File: src/shared/ccr_pkg.sv
// Package for channel one configuration registers: offsets, fields, resets
package ccr_pkg;
  localparam logic [7:0] ADDR_INPUT_SETUP = 8'h3c;
  localparam logic [7:0] ADDR_ANALOG_GAIN = 8'h3d;
  localparam logic [7:0] ADDR_DIGITAL_VOLUME = 8'h3e;
  localparam logic [7:0] ADDR_GAIN_TRIM = 8'h3f;

  localparam logic [7:0] RST_INPUT_SETUP = 8'h00;
  localparam logic [7:0] RST_ANALOG_GAIN = 8'h00;
  localparam logic [7:0] RST_DIGITAL_VOLUME = 8'hc9;
  localparam logic [7:0] RST_GAIN_TRIM = 8'h80;

  // Writable bit masks; reserved bits stay zero
  localparam logic [7:0] MASK_INPUT_SETUP = 8'hfd;
  localparam logic [7:0] MASK_GAIN_TRIM = 8'hf0;

  localparam int POS_LINE_SELECT = 7;
  localparam int POS_SOURCE_LSB = 5;
  localparam int POS_COUPLING = 4;
  localparam int POS_IMPEDANCE_LSB = 2;
  localparam int POS_AUTO_GAIN = 0;
  localparam int POS_GAIN_LSB = 1;
  localparam int POS_POLARITY = 0;
  localparam int POS_TRIM_LSB = 4;

  localparam logic [1:0] SRC_ANALOG_DIFF = 2'h0;
  localparam logic [1:0] SRC_ANALOG_SINGLE = 2'h1;
  localparam logic [1:0] SRC_DIGITAL_PDM = 2'h2;
  localparam logic [1:0] IMP_2K5 = 2'h0;
  localparam logic [1:0] IMP_10K = 2'h1;
  localparam logic [1:0] IMP_20K = 2'h2;
  localparam logic [6:0] GAIN_CODE_MAX = 7'h54;
  localparam logic [7:0] VOLUME_MUTE = 8'h00;

  typedef struct packed {
    logic line_select;
    logic [1:0] source_select;
    logic coupling_select;
    logic [1:0] impedance_select;
    logic auto_gain_enable;
    logic source_is_analog;
    logic source_is_pdm;
  } ccr_front_end_s;

  typedef struct packed {
    logic [6:0] gain_code;
    logic gain_polarity;
    logic negative_gain_valid;
    logic [7:0] volume_code;
    logic volume_mute;
    logic [3:0] gain_trim_code;
  } ccr_gain_path_s;
endpackage

File: src/hw/ccr_field_decode.sv
// Field decode from stored register bytes to front-end and gain path controls
`timescale 1ns/1ns
module ccr_field_decode (
  input wire logic [7:0] setup_byte,
  input wire logic [7:0] gain_byte,
  input wire logic [7:0] volume_byte,
  input wire logic [7:0] trim_byte,
  input wire logic agc_global_enable,
  output ccr_pkg::ccr_front_end_s front_end,
  output ccr_pkg::ccr_gain_path_s gain_path
);
  logic [1:0] src;
  logic [1:0] imp;

  assign src = setup_byte[ccr_pkg::POS_SOURCE_LSB +: 2];
  assign imp = setup_byte[ccr_pkg::POS_IMPEDANCE_LSB +: 2];

  always_comb begin
    front_end.line_select = setup_byte[ccr_pkg::POS_LINE_SELECT];
    front_end.source_select = src;
    front_end.source_is_analog = (src == ccr_pkg::SRC_ANALOG_DIFF) || (src == ccr_pkg::SRC_ANALOG_SINGLE);
    front_end.source_is_pdm = (src == ccr_pkg::SRC_DIGITAL_PDM);
    // Coupling and impedance only steer an analog source
    front_end.coupling_select = setup_byte[ccr_pkg::POS_COUPLING] & front_end.source_is_analog;
    front_end.impedance_select = front_end.source_is_analog ? imp : ccr_pkg::IMP_2K5;
    front_end.auto_gain_enable = setup_byte[ccr_pkg::POS_AUTO_GAIN] & agc_global_enable;
  end

  always_comb begin
    gain_path.gain_code = gain_byte[ccr_pkg::POS_GAIN_LSB +: 7];
    gain_path.gain_polarity = gain_byte[ccr_pkg::POS_POLARITY];
    gain_path.negative_gain_valid = gain_byte[ccr_pkg::POS_POLARITY] &&
      ((imp == ccr_pkg::IMP_10K) || (imp == ccr_pkg::IMP_20K));
    gain_path.volume_code = volume_byte;
    gain_path.volume_mute = (volume_byte == ccr_pkg::VOLUME_MUTE);
    gain_path.gain_trim_code = trim_byte[ccr_pkg::POS_TRIM_LSB +: 4];
  end
endmodule

File: src/hw/ccr_channel_one_regs.sv
// Channel one configuration register bank behind the device control port
//
// Overview of operation
// - Bit 7 of input setup picks microphone (0) or line input (1).
// - Source bits 6-5: differential, single-ended, PDM; code 3 reserved.
// - Bit 4 picks AC or DC coupling, used only for analog sources.
// - Bits 3-2 pick 2.5k, 10k, 20k impedance; code 3 reserved.
// - Input setup bit 1 reserved, reads zero; host writes zero.
// - Bit 0 enables auto gain, qualified by bit 3 of the AGC control.
// - Gain code bits 7-1, 0.5 dB steps, 0 to 42 dB.
// - Bit 0 picks gain polarity; negative needs 10k or 20k impedance.
// - Volume code zero mutes the digital output.
// - Nonzero volume codes step 0.5 dB from -100 dB to +27 dB.
// - Volume resets to 0xc9, which is 0 dB.
// - Trim bits 7-4 step 0.1 dB from -0.8 to +0.7 dB.
// - Trim field resets to 1000, which is 0 dB.
// - Trim bits 3-0 reserved, read zero; host writes zero.
`timescale 1ns/1ns
module ccr_channel_one_regs (
  input wire logic clock,
  input wire logic rst,
  input wire logic reg_write,
  input wire logic reg_read,
  input wire logic [7:0] reg_addr,
  input wire logic [7:0] reg_wdata,
  output logic [7:0] reg_rdata,
  output logic reg_hit,
  input wire logic agc_control_reg_bit3,
  output ccr_pkg::ccr_front_end_s front_end,
  output ccr_pkg::ccr_gain_path_s gain_path,
  output logic gain_code_reserved,
  output logic impedance_reserved,
  output logic source_reserved
);
  logic [7:0] input_setup_reg;
  logic [7:0] analog_gain_reg;
  logic [7:0] digital_volume_reg;
  logic [7:0] gain_trim_reg;

  function automatic logic addr_is(input logic [7:0] a, input logic [7:0] target);
    addr_is = (a == target);
  endfunction

  function automatic logic addr_mapped(input logic [7:0] a);
    addr_mapped = addr_is(a, ccr_pkg::ADDR_INPUT_SETUP) || addr_is(a, ccr_pkg::ADDR_ANALOG_GAIN) ||
      addr_is(a, ccr_pkg::ADDR_DIGITAL_VOLUME) || addr_is(a, ccr_pkg::ADDR_GAIN_TRIM);
  endfunction

  // Reserved bit 1 is masked off on write
  always_ff @(posedge clock or posedge rst) begin
    if (rst) begin
      input_setup_reg <= ccr_pkg::RST_INPUT_SETUP;
    end else if (reg_write && addr_is(reg_addr, ccr_pkg::ADDR_INPUT_SETUP)) begin
      input_setup_reg <= reg_wdata & ccr_pkg::MASK_INPUT_SETUP;
    end
  end

  always_ff @(posedge clock or posedge rst) begin
    if (rst) begin
      analog_gain_reg <= ccr_pkg::RST_ANALOG_GAIN;
    end else if (reg_write && addr_is(reg_addr, ccr_pkg::ADDR_ANALOG_GAIN)) begin
      analog_gain_reg <= reg_wdata;
    end
  end

  always_ff @(posedge clock or posedge rst) begin
    if (rst) begin
      digital_volume_reg <= ccr_pkg::RST_DIGITAL_VOLUME;
    end else if (reg_write && addr_is(reg_addr, ccr_pkg::ADDR_DIGITAL_VOLUME)) begin
      digital_volume_reg <= reg_wdata;
    end
  end

  always_ff @(posedge clock or posedge rst) begin
    if (rst) begin
      gain_trim_reg <= ccr_pkg::RST_GAIN_TRIM;
    end else if (reg_write && addr_is(reg_addr, ccr_pkg::ADDR_GAIN_TRIM)) begin
      gain_trim_reg <= reg_wdata & ccr_pkg::MASK_GAIN_TRIM;
    end
  end

  // Read data registered; unmapped addresses read zero
  always_ff @(posedge clock or posedge rst) begin
    if (rst) begin
      reg_rdata <= 8'h00;
      reg_hit <= 1'b0;
    end else if (reg_read) begin
      reg_hit <= addr_mapped(reg_addr);
      case (reg_addr)
        ccr_pkg::ADDR_INPUT_SETUP: reg_rdata <= input_setup_reg;
        ccr_pkg::ADDR_ANALOG_GAIN: reg_rdata <= analog_gain_reg;
        ccr_pkg::ADDR_DIGITAL_VOLUME: reg_rdata <= digital_volume_reg;
        ccr_pkg::ADDR_GAIN_TRIM: reg_rdata <= gain_trim_reg;
        default: reg_rdata <= 8'h00;
      endcase
    end else begin
      reg_hit <= 1'b0;
    end
  end

  ccr_field_decode u_decode (
    .setup_byte(input_setup_reg),
    .gain_byte(analog_gain_reg),
    .volume_byte(digital_volume_reg),
    .trim_byte(gain_trim_reg),
    .agc_global_enable(agc_control_reg_bit3),
    .front_end(front_end),
    .gain_path(gain_path)
  );

  // Flags for codes software should not have written
  assign gain_code_reserved = analog_gain_reg[ccr_pkg::POS_GAIN_LSB +: 7] > ccr_pkg::GAIN_CODE_MAX;
  assign impedance_reserved = &input_setup_reg[ccr_pkg::POS_IMPEDANCE_LSB +: 2];
  assign source_reserved = &input_setup_reg[ccr_pkg::POS_SOURCE_LSB +: 2];
endmodule

File: config.mk
export PLATFORM = sky130hd
export DESIGN_NAME = ccr_channel_one_regs
export DESIGN_NICKNAME = d
export VERILOG_FILES = /design/src/shared/ccr_pkg.sv /design/src/hw/ccr_field_decode.sv /design/src/hw/ccr_channel_one_regs.sv
export SDC_FILE = /design/constraint.sdc
export NUM_CORES = 1
export LEC_CHECK = 0
export ABC_AREA = 1
export BUFFER_PORTS_ARGS = -buffer_cell sky130_fd_sc_hd__buf_2
export CORE_ASPECT_RATIO = 0.7
export CORE_MARGIN = 5
export CORE_UTILIZATION = 48
export DETAILED_ROUTE_END_ITERATION = 10
export PLACE_DENSITY = 0.77
export SETUP_SLACK_MARGIN = 0.1
export SLEW_MARGIN = 20
export SYNTH_ARGS = -nofsm -noshare
export SYNTH_HDL_FRONTEND = slang
export SYNTH_SLANG_ARGS = --single-unit
File: constraint.sdc
create_clock -name clock -period 1.7 [get_ports clock]
set_input_delay 0.17 -clock clock [delete_from_list [all_inputs] [get_ports clock]]
set_output_delay 0.17 -clock clock [all_outputs]
set_load 0.02 [all_outputs]
==> metrics.txt, run 1 <==
syn nets 249; Rows 19; post-synthesis mux area share 0; wire length per cell 13.9 um; Final period util 0.847; unrepaired setup endpoints after global routing no; initial antenna violation count 0; Yosys cell types 22; relative slew slack 0.691; simple-gate share of the synthesized area 0.319; crit-path max FO 3; achievable clock frequency 694 MHz; Reg-to-Reg End reg_rdata[0]; Longest Clk Path Bufs 2; flip-flop and latch area 907 um2; register area share after synthesis 0.474; placed cell count 335; Cell Chain, Critical Path inv_1, a21oi_1, o21ai_0, a21oi_1, buf_2; cts bufs inserted 5; setup tns final 0 ns; via/cell ratio 4.98; Worst Hold Class primary input to flip-flop; Max Slew Vio Count 0; Die ar. 5370 um2; CP Capture Type primary output; Max Cap Viol 0; status finished, final reports clean; final wirelength 4.80 mm; largest net degree at the start of global routing 37; flop-to-flop setup slack 0.69 ns; Synth Register Bits 36; multi-input logic area 822 um2; area post-placement 2230 um2; latest clock arrival within the worst-skew pair 0.29 ns; Slew @ Worst Pin 0.464 ns; number of DRC markers in iteration 0 116; final instance area 2330 um2; Power Dens Cells 810 nW/um2; CTS tree done; Tmin final 1.44 ns; diode count 0; HPWL Detailed 3.69 mm; die height 62.8 um; first-pass GRT wire length 7.96 mm; Worst IR Drop VDD 0.552 mV; largest family of logic cells by synthesized area simple AND/OR/NAND/NOR gates; Final Hold Viols 0; DIE WIDTH 85.5 um; Initial Util 0.494; # setup viols final 0; Arr. time, crit path 1.27 ns; CP top delay family flip-flops; critical path's slowest cell dfrtp_1; Worst Hold Depth 3; vias in the first global route 1,620; Worst R2R Start digital_volume_reg[0]; Clock Sinks 36; Detailed Routing Iterations Pass 1 4; Syn Area/Cell 8.43 um2; share of layout cells above drive strength 1 0.312; total number of vias 1,714; Most common cell on crit path a21oi_1; XOR/XNOR Fraction of Synth Area 0; Hold Path End digital_volume_reg[0]; Gate Count Post-Synth 227; grt ovf 0; Final ANT Viol Nets 0; final RePlAce weighted congestion 0.796; hold_sp reg_wdata[0]; CTS Root Cell clkbuf_8; Clock Skew 0.00261 ns; R2R depth 4; overall global routing resource usage 0.188; critical path type flip-flop to primary output; final non-filler cell total 344; H-tree depth 2; Synth Area in Compound Gates 0.105; max incr delay on CP 0.39 ns; Synth Area in Adders 0.00654; Nets 313; Synth Cell Area 1910 um2; leak pwr 1.40 nW; Critical Path RT 1.53 ns; CP Buf/Inv Count 2; DRC viols 0; core area 3870 um2; Area Overhead vs Synth 21.8%; Port Buf Inserts 63; Layout fillers 352; Worst Setup SP analog_gain_reg[3]; IO Pins 64; YS warnings 0; CP Launch Type flip-flop; post-cts resize count 0; Clk pin slew, worst setup/hold paths 0.07 ns; total power 1.89 mW
[report_power, final]
group	total, mW	switching, mW	internal, mW
combinational	0.303	0.208	0.0947
clock	0.633	0.303	0.330
sequential	0.951	0.0410	0.910
total	1.89	0.552	1.33
[worst reg2reg max path, delay by kind of cell, from the launching register on]
family	cells	cell delay (ns)
AND/OR/NAND/NOR	2	0.21
buffers and inverters	1	0.08
AO/OA/AOI/OAI	1	0.13
flip-flops	1	0.53
[stage by stage]
step,hold WS [ns],util,setup slack [ns]
after floorplan,0.268,-,0.442
after global placement,0.292,0.575,0.337
after detailed placement,0.298,0.575,0.292
after CTS,0.107,0.601,0.257
after global routing,0.112,0.601,0.107
final,0.104,0.601,0.260
[timing repair]
action,CTS,global route
setup buffers,0,0
hold buffers,1,0
hold endpoints to repair,31,0
[cells in the mapped netlist]
| cell | n | share of area |
|---|---|---|
| ha_1 | 1 | 0.0065 |
| nand2_1 | 61 | 0.12 |
| a21oi_1 | 6 | 0.016 |
| nor4_2 | 1 | 0.0065 |
| buf_6 | 3 | 0.018 |
| nand3_4 | 1 | 0.0092 |
| buf_4 | 5 | 0.020 |
| inv_1 | 29 | 0.057 |
| nand3_1 | 22 | 0.058 |
| dfrtp_1 | 31 | 0.41 |
| nand2_2 | 2 | 0.0065 |
| nor2_2 | 1 | 0.0033 |
| inv_2 | 1 | 0.0020 |
| nand2_4 | 3 | 0.018 |
| o21ai_0 | 18 | 0.047 |
| nand4_1 | 2 | 0.0065 |
| nor2_8 | 5 | 0.052 |
| o21a_1 | 4 | 0.016 |
| o21ai_1 | 10 | 0.026 |
| dfstp_2 | 5 | 0.069 |
| nor2_4 | 2 | 0.012 |
| nor2_1 | 14 | 0.027 |
[layout by cell type (no fill, tap or decap)]
master / count
nor2_4: 2
nor2_2: 1
inv_1: 29
buf_2: 63
nor2_8: 5
buf_4: 1
clkbuf_1: 2
nor2_1: 14
nand2_2: 2
nand2_1: 61
o21ai_1: 10
dfstp_2: 5
dlygate4sd3_1: 1
nand4_1: 2
clkbuf_8: 6
a21oi_1: 6
o21a_1: 4
inv_2: 1
nor4_2: 1
nand2_4: 3
ha_1: 1
nand3_1: 22
nand3_4: 1
o21ai_0: 18
dfrtp_1: 31
[cell families after synthesis]
| kind of cell | after synthesis |
|---|---|
| AND/OR/NAND/NOR | 114 |
| AO/OA/AOI/OAI | 38 |
| buffers and inverters | 38 |
| flip-flops | 36 |
| adder cells (fa/ha/maj) | 1 |
[per-layer routing]
metal  track usage  wire, um  up-vias
met5             0         0        -
met1         0.295      2360      772
met3        0.0698       474        7
met2         0.241      1920       79
met4        0.0415        50        0
li1              -         -      856
[worst max path at each step]
stage / end / slack, ns / cells past startpoint
2_1_floorplan: gain_code_reserved / 0.44 / 4
3_3_place_gp: gain_trim_reg[5] / 0.34 / 8
3_5_place_dp: gain_trim_reg[5] / 0.29 / 8
4_1_cts: gain_code_reserved / 0.26 / 5
5_1_grt: gain_code_reserved / 0.11 / 5
6_report: gain_code_reserved / 0.26 / 5
[area by class of cell]
cell class,count,share of cell area
Sequential cell,36,0.389
Multi-Input combinational cell,153,0.353
Timing Repair Buffer,65,0.143
Inverter,30,0.0483
Clock buffer,8,0.0387
Tap cell,52,0.0279
Note: power is estimated with default switching activity, not from simulation.
==> run 2, diff against run 1 <==
ABC_AREA = 0   (was 1)
PLACE_DENSITY = 0.78   (was 0.77)
clock period = 1.4 ns   (was 1.7 ns; I/O delays follow)
==> metrics.txt, run 2 <==
YS warnings 0 (unchanged); fin worst setup slack -0.177 ns (-0.437 ns); final instance area 2360 um2 (+1.2%); Worst Hold Depth 2 (-1); most frequent cells in the layout buf_2, dfrtp_1, mux2_2; Area Overhead vs Synth 35.6%; hold_sp reg_wdata[1]; first-pass GRT wire length 7.21 mm (-9.4%); Finished Core Util 0.671 (+0.0697); DRC viols 0 (unchanged); register area share after synthesis 0.522 (+0.0478); Synth Register Bits 36 (unchanged); Clock Sinks 36 (unchanged); number of DRC markers in iteration 0 43 (-63%); Yosys top cell area share 0.446 (+0.0409); most numerous cell in the Yosys netlist dfrtp_1; final non-filler cell total 253 (-26%); grt ovf 0 (unchanged); Worst R2R Start digital_volume_reg[4]; commonest non-fill, non-tap cell in the layout buf_2; Clk pin slew, worst setup/hold paths 0.06 ns (about the same); Clock Skew 0.00228 ns (-0.000332 ns); critical path type flip-flop to primary output; Layout fillers 264 (-25%); Cell Chain, Critical Path or4_4, nor2_4, buf_6; area post-placement 2160 um2 (-3.2%); CTS tree done; CP Launch Type flip-flop; total power 2.23 mW (+18%); Synth Cell Area 1740 um2 (-9.2%); Final ANT Viol Nets 0 (unchanged); Area contributors post-synth dfrtp_1, mux2_2, dfstp_2; Final Hold Viols 0 (unchanged); H-tree depth 2 (unchanged); DP Worst Slack -0.0129 ns (-0.305 ns); leak pwr 1.31 nW (-6.2%); wire length per cell 18.5 um (+33%); die height 60.3 um (-3.9%); fraction of registers with async set/reset 1.00 (unchanged); flop-to-flop setup slack 0.12 ns (-0.57 ns); Port Buf Inserts 63 (unchanged); initial antenna violation count 0 (unchanged); final RePlAce weighted congestion 0.831 (+4.3%); Nets 224 (-28%); Gate Count Post-Synth 121 (-47%); Max Cap Viol 0 (unchanged); Power Dens Cells 946 nW/um2 (+17%); Arr. time, crit path 1.44 ns (+0.17 ns); relative slew slack 0.710 (+0.0192); Hold Path End digital_volume_reg[1]; overall global routing resource usage 0.199 (+0.0113); latest clock arrival within the worst-skew pair 0.28 ns (about the same); area leader, netlist dfrtp_1; R2R depth 3 (-1); Post-synth EDFFs 0 (unchanged); Worst Hold Class primary input to flip-flop; crit-path max FO 2 (-1); diode count 0 (unchanged); via/cell ratio 5.41 (+8.5%); failing checks negative setup slack; syn nets 143 (-43%); Detailed Routing Iterations Pass 1 4 (unchanged); # setup viols final 3 (+3); unrepaired setup endpoints after global routing yes; Rows 18 (-1); largest net degree at the start of global routing 36 (-2.7%); Hold Slack 0.0977 ns (-0.00623 ns); placed cell count 238 (-29%); Longest Clk Path Bufs 2 (unchanged); Final period util 1.13; achievable clock frequency 634 MHz; Primary FF master, synth dfrtp_1; CTS Root Cell clkbuf_8; vias in the first global route 1,394 (-14%); cts bufs inserted 5 (unchanged); Worst IR Drop VDD 0.618 mV (+12%); final wirelength 4.67 mm (-2.5%); Max Slew Vio Count 0 (unchanged); Die ar. 4940 um2 (-7.9%); share of layout cells above drive strength 1 0.650 (+0.339); status finished with violations; Tmin final 1.58 ns; Reg-to-Reg End reg_rdata[4]; Yosys cell types 31 (+41%); core area 3510 um2 (-9.3%); Initial Util 0.495 (+0.000954); setup tns final -0.295 ns (-0.295 ns); HPWL Detailed 3.45 mm (-6.5%); Critical Path RT 1.26 ns (-0.27 ns); critical path's slowest cell or4_4; IO Pins 64 (unchanged); total number of vias 1,368 (-20%); Slew @ Worst Pin 0.435 ns (-0.0283 ns); max incr delay on CP 0.53 ns (+0.14 ns); CP Capture Type primary output; DIE WIDTH 81.9 um (-4.1%); Syn Area/Cell 14.4 um2 (+70%); synth cell count leaders dfrtp_1, mux2_2, a22o_1, dfstp_2
==> run 2: cell families (layout without fill, tap and decap cells) <==
kind of cell / Yosys count / in the layout / share of synthesized area
buf+inv: 12 / 94 / 0.0504
simple gates: 23 / 23 / 0.0979
fa+ha+maj: 1 / 1 / 0.00720
mux: 34 / 34 / 0.248
flops: 36 / 36 / 0.522
compound gates: 15 / 15 / 0.0742
==> run 2: worst max path at each step <==
stage | from | endpoint
after global placement | reg_addr[6] | digital_volume_reg[4]
final | digital_volume_reg[2] | gain_path[4]
after global routing | digital_volume_reg[2] | gain_path[4]
after detailed placement | reg_addr[6] | analog_gain_reg[7]
after CTS | digital_volume_reg[2] | gain_path[4]
after floorplan | digital_volume_reg[2] | gain_path[4]
==> run 2: report_power, final <==
group / total, mW / internal [mW] / switching, mW
registers: 1.12 / 1.08 / 0.0365
clock network: 0.734 / 0.401 / 0.334
logic: 0.374 / 0.179 / 0.196
==> run 2: area by class of cell <==
type                            count  area [um2]  share of cell area
Timing Repair Buffer               82         508               0.215
Sequential cell                    36         908               0.385
Inverter                            4        15.0             0.00637
Multi-Input combinational cell     73         773               0.328
Tap cell                           50        62.6              0.0265
Clock buffer                        8        90.1              0.0382
==> run 2: timing repair <==
action | CTS | global route
buffers inserted | 5 | 1
pin swaps | 4 | 0
endpoints found under the hold margin | 1 | 0
endpoints found under the setup margin | 5 | 7
gates resized for setup | 8 | 8
hold buffers | 1 | 0
==> run 2: routing by layer <==
layer  vias to the layer above  global-route usage  share of wire
met5                         -                   0              0
met4                         0              0.0687          0.011
met3                         7              0.0490          0.073
met2                        66               0.321           0.50
met1                       687               0.267           0.41
li1                        608                   -              -
==> run 2: critical path, delay by kind of cell (launching register included) <==
kind	cells	cell delay, ns
buffers and inverters	1	0.12
AND/OR/NAND/NOR	2	0.65
flip-flops	1	0.39
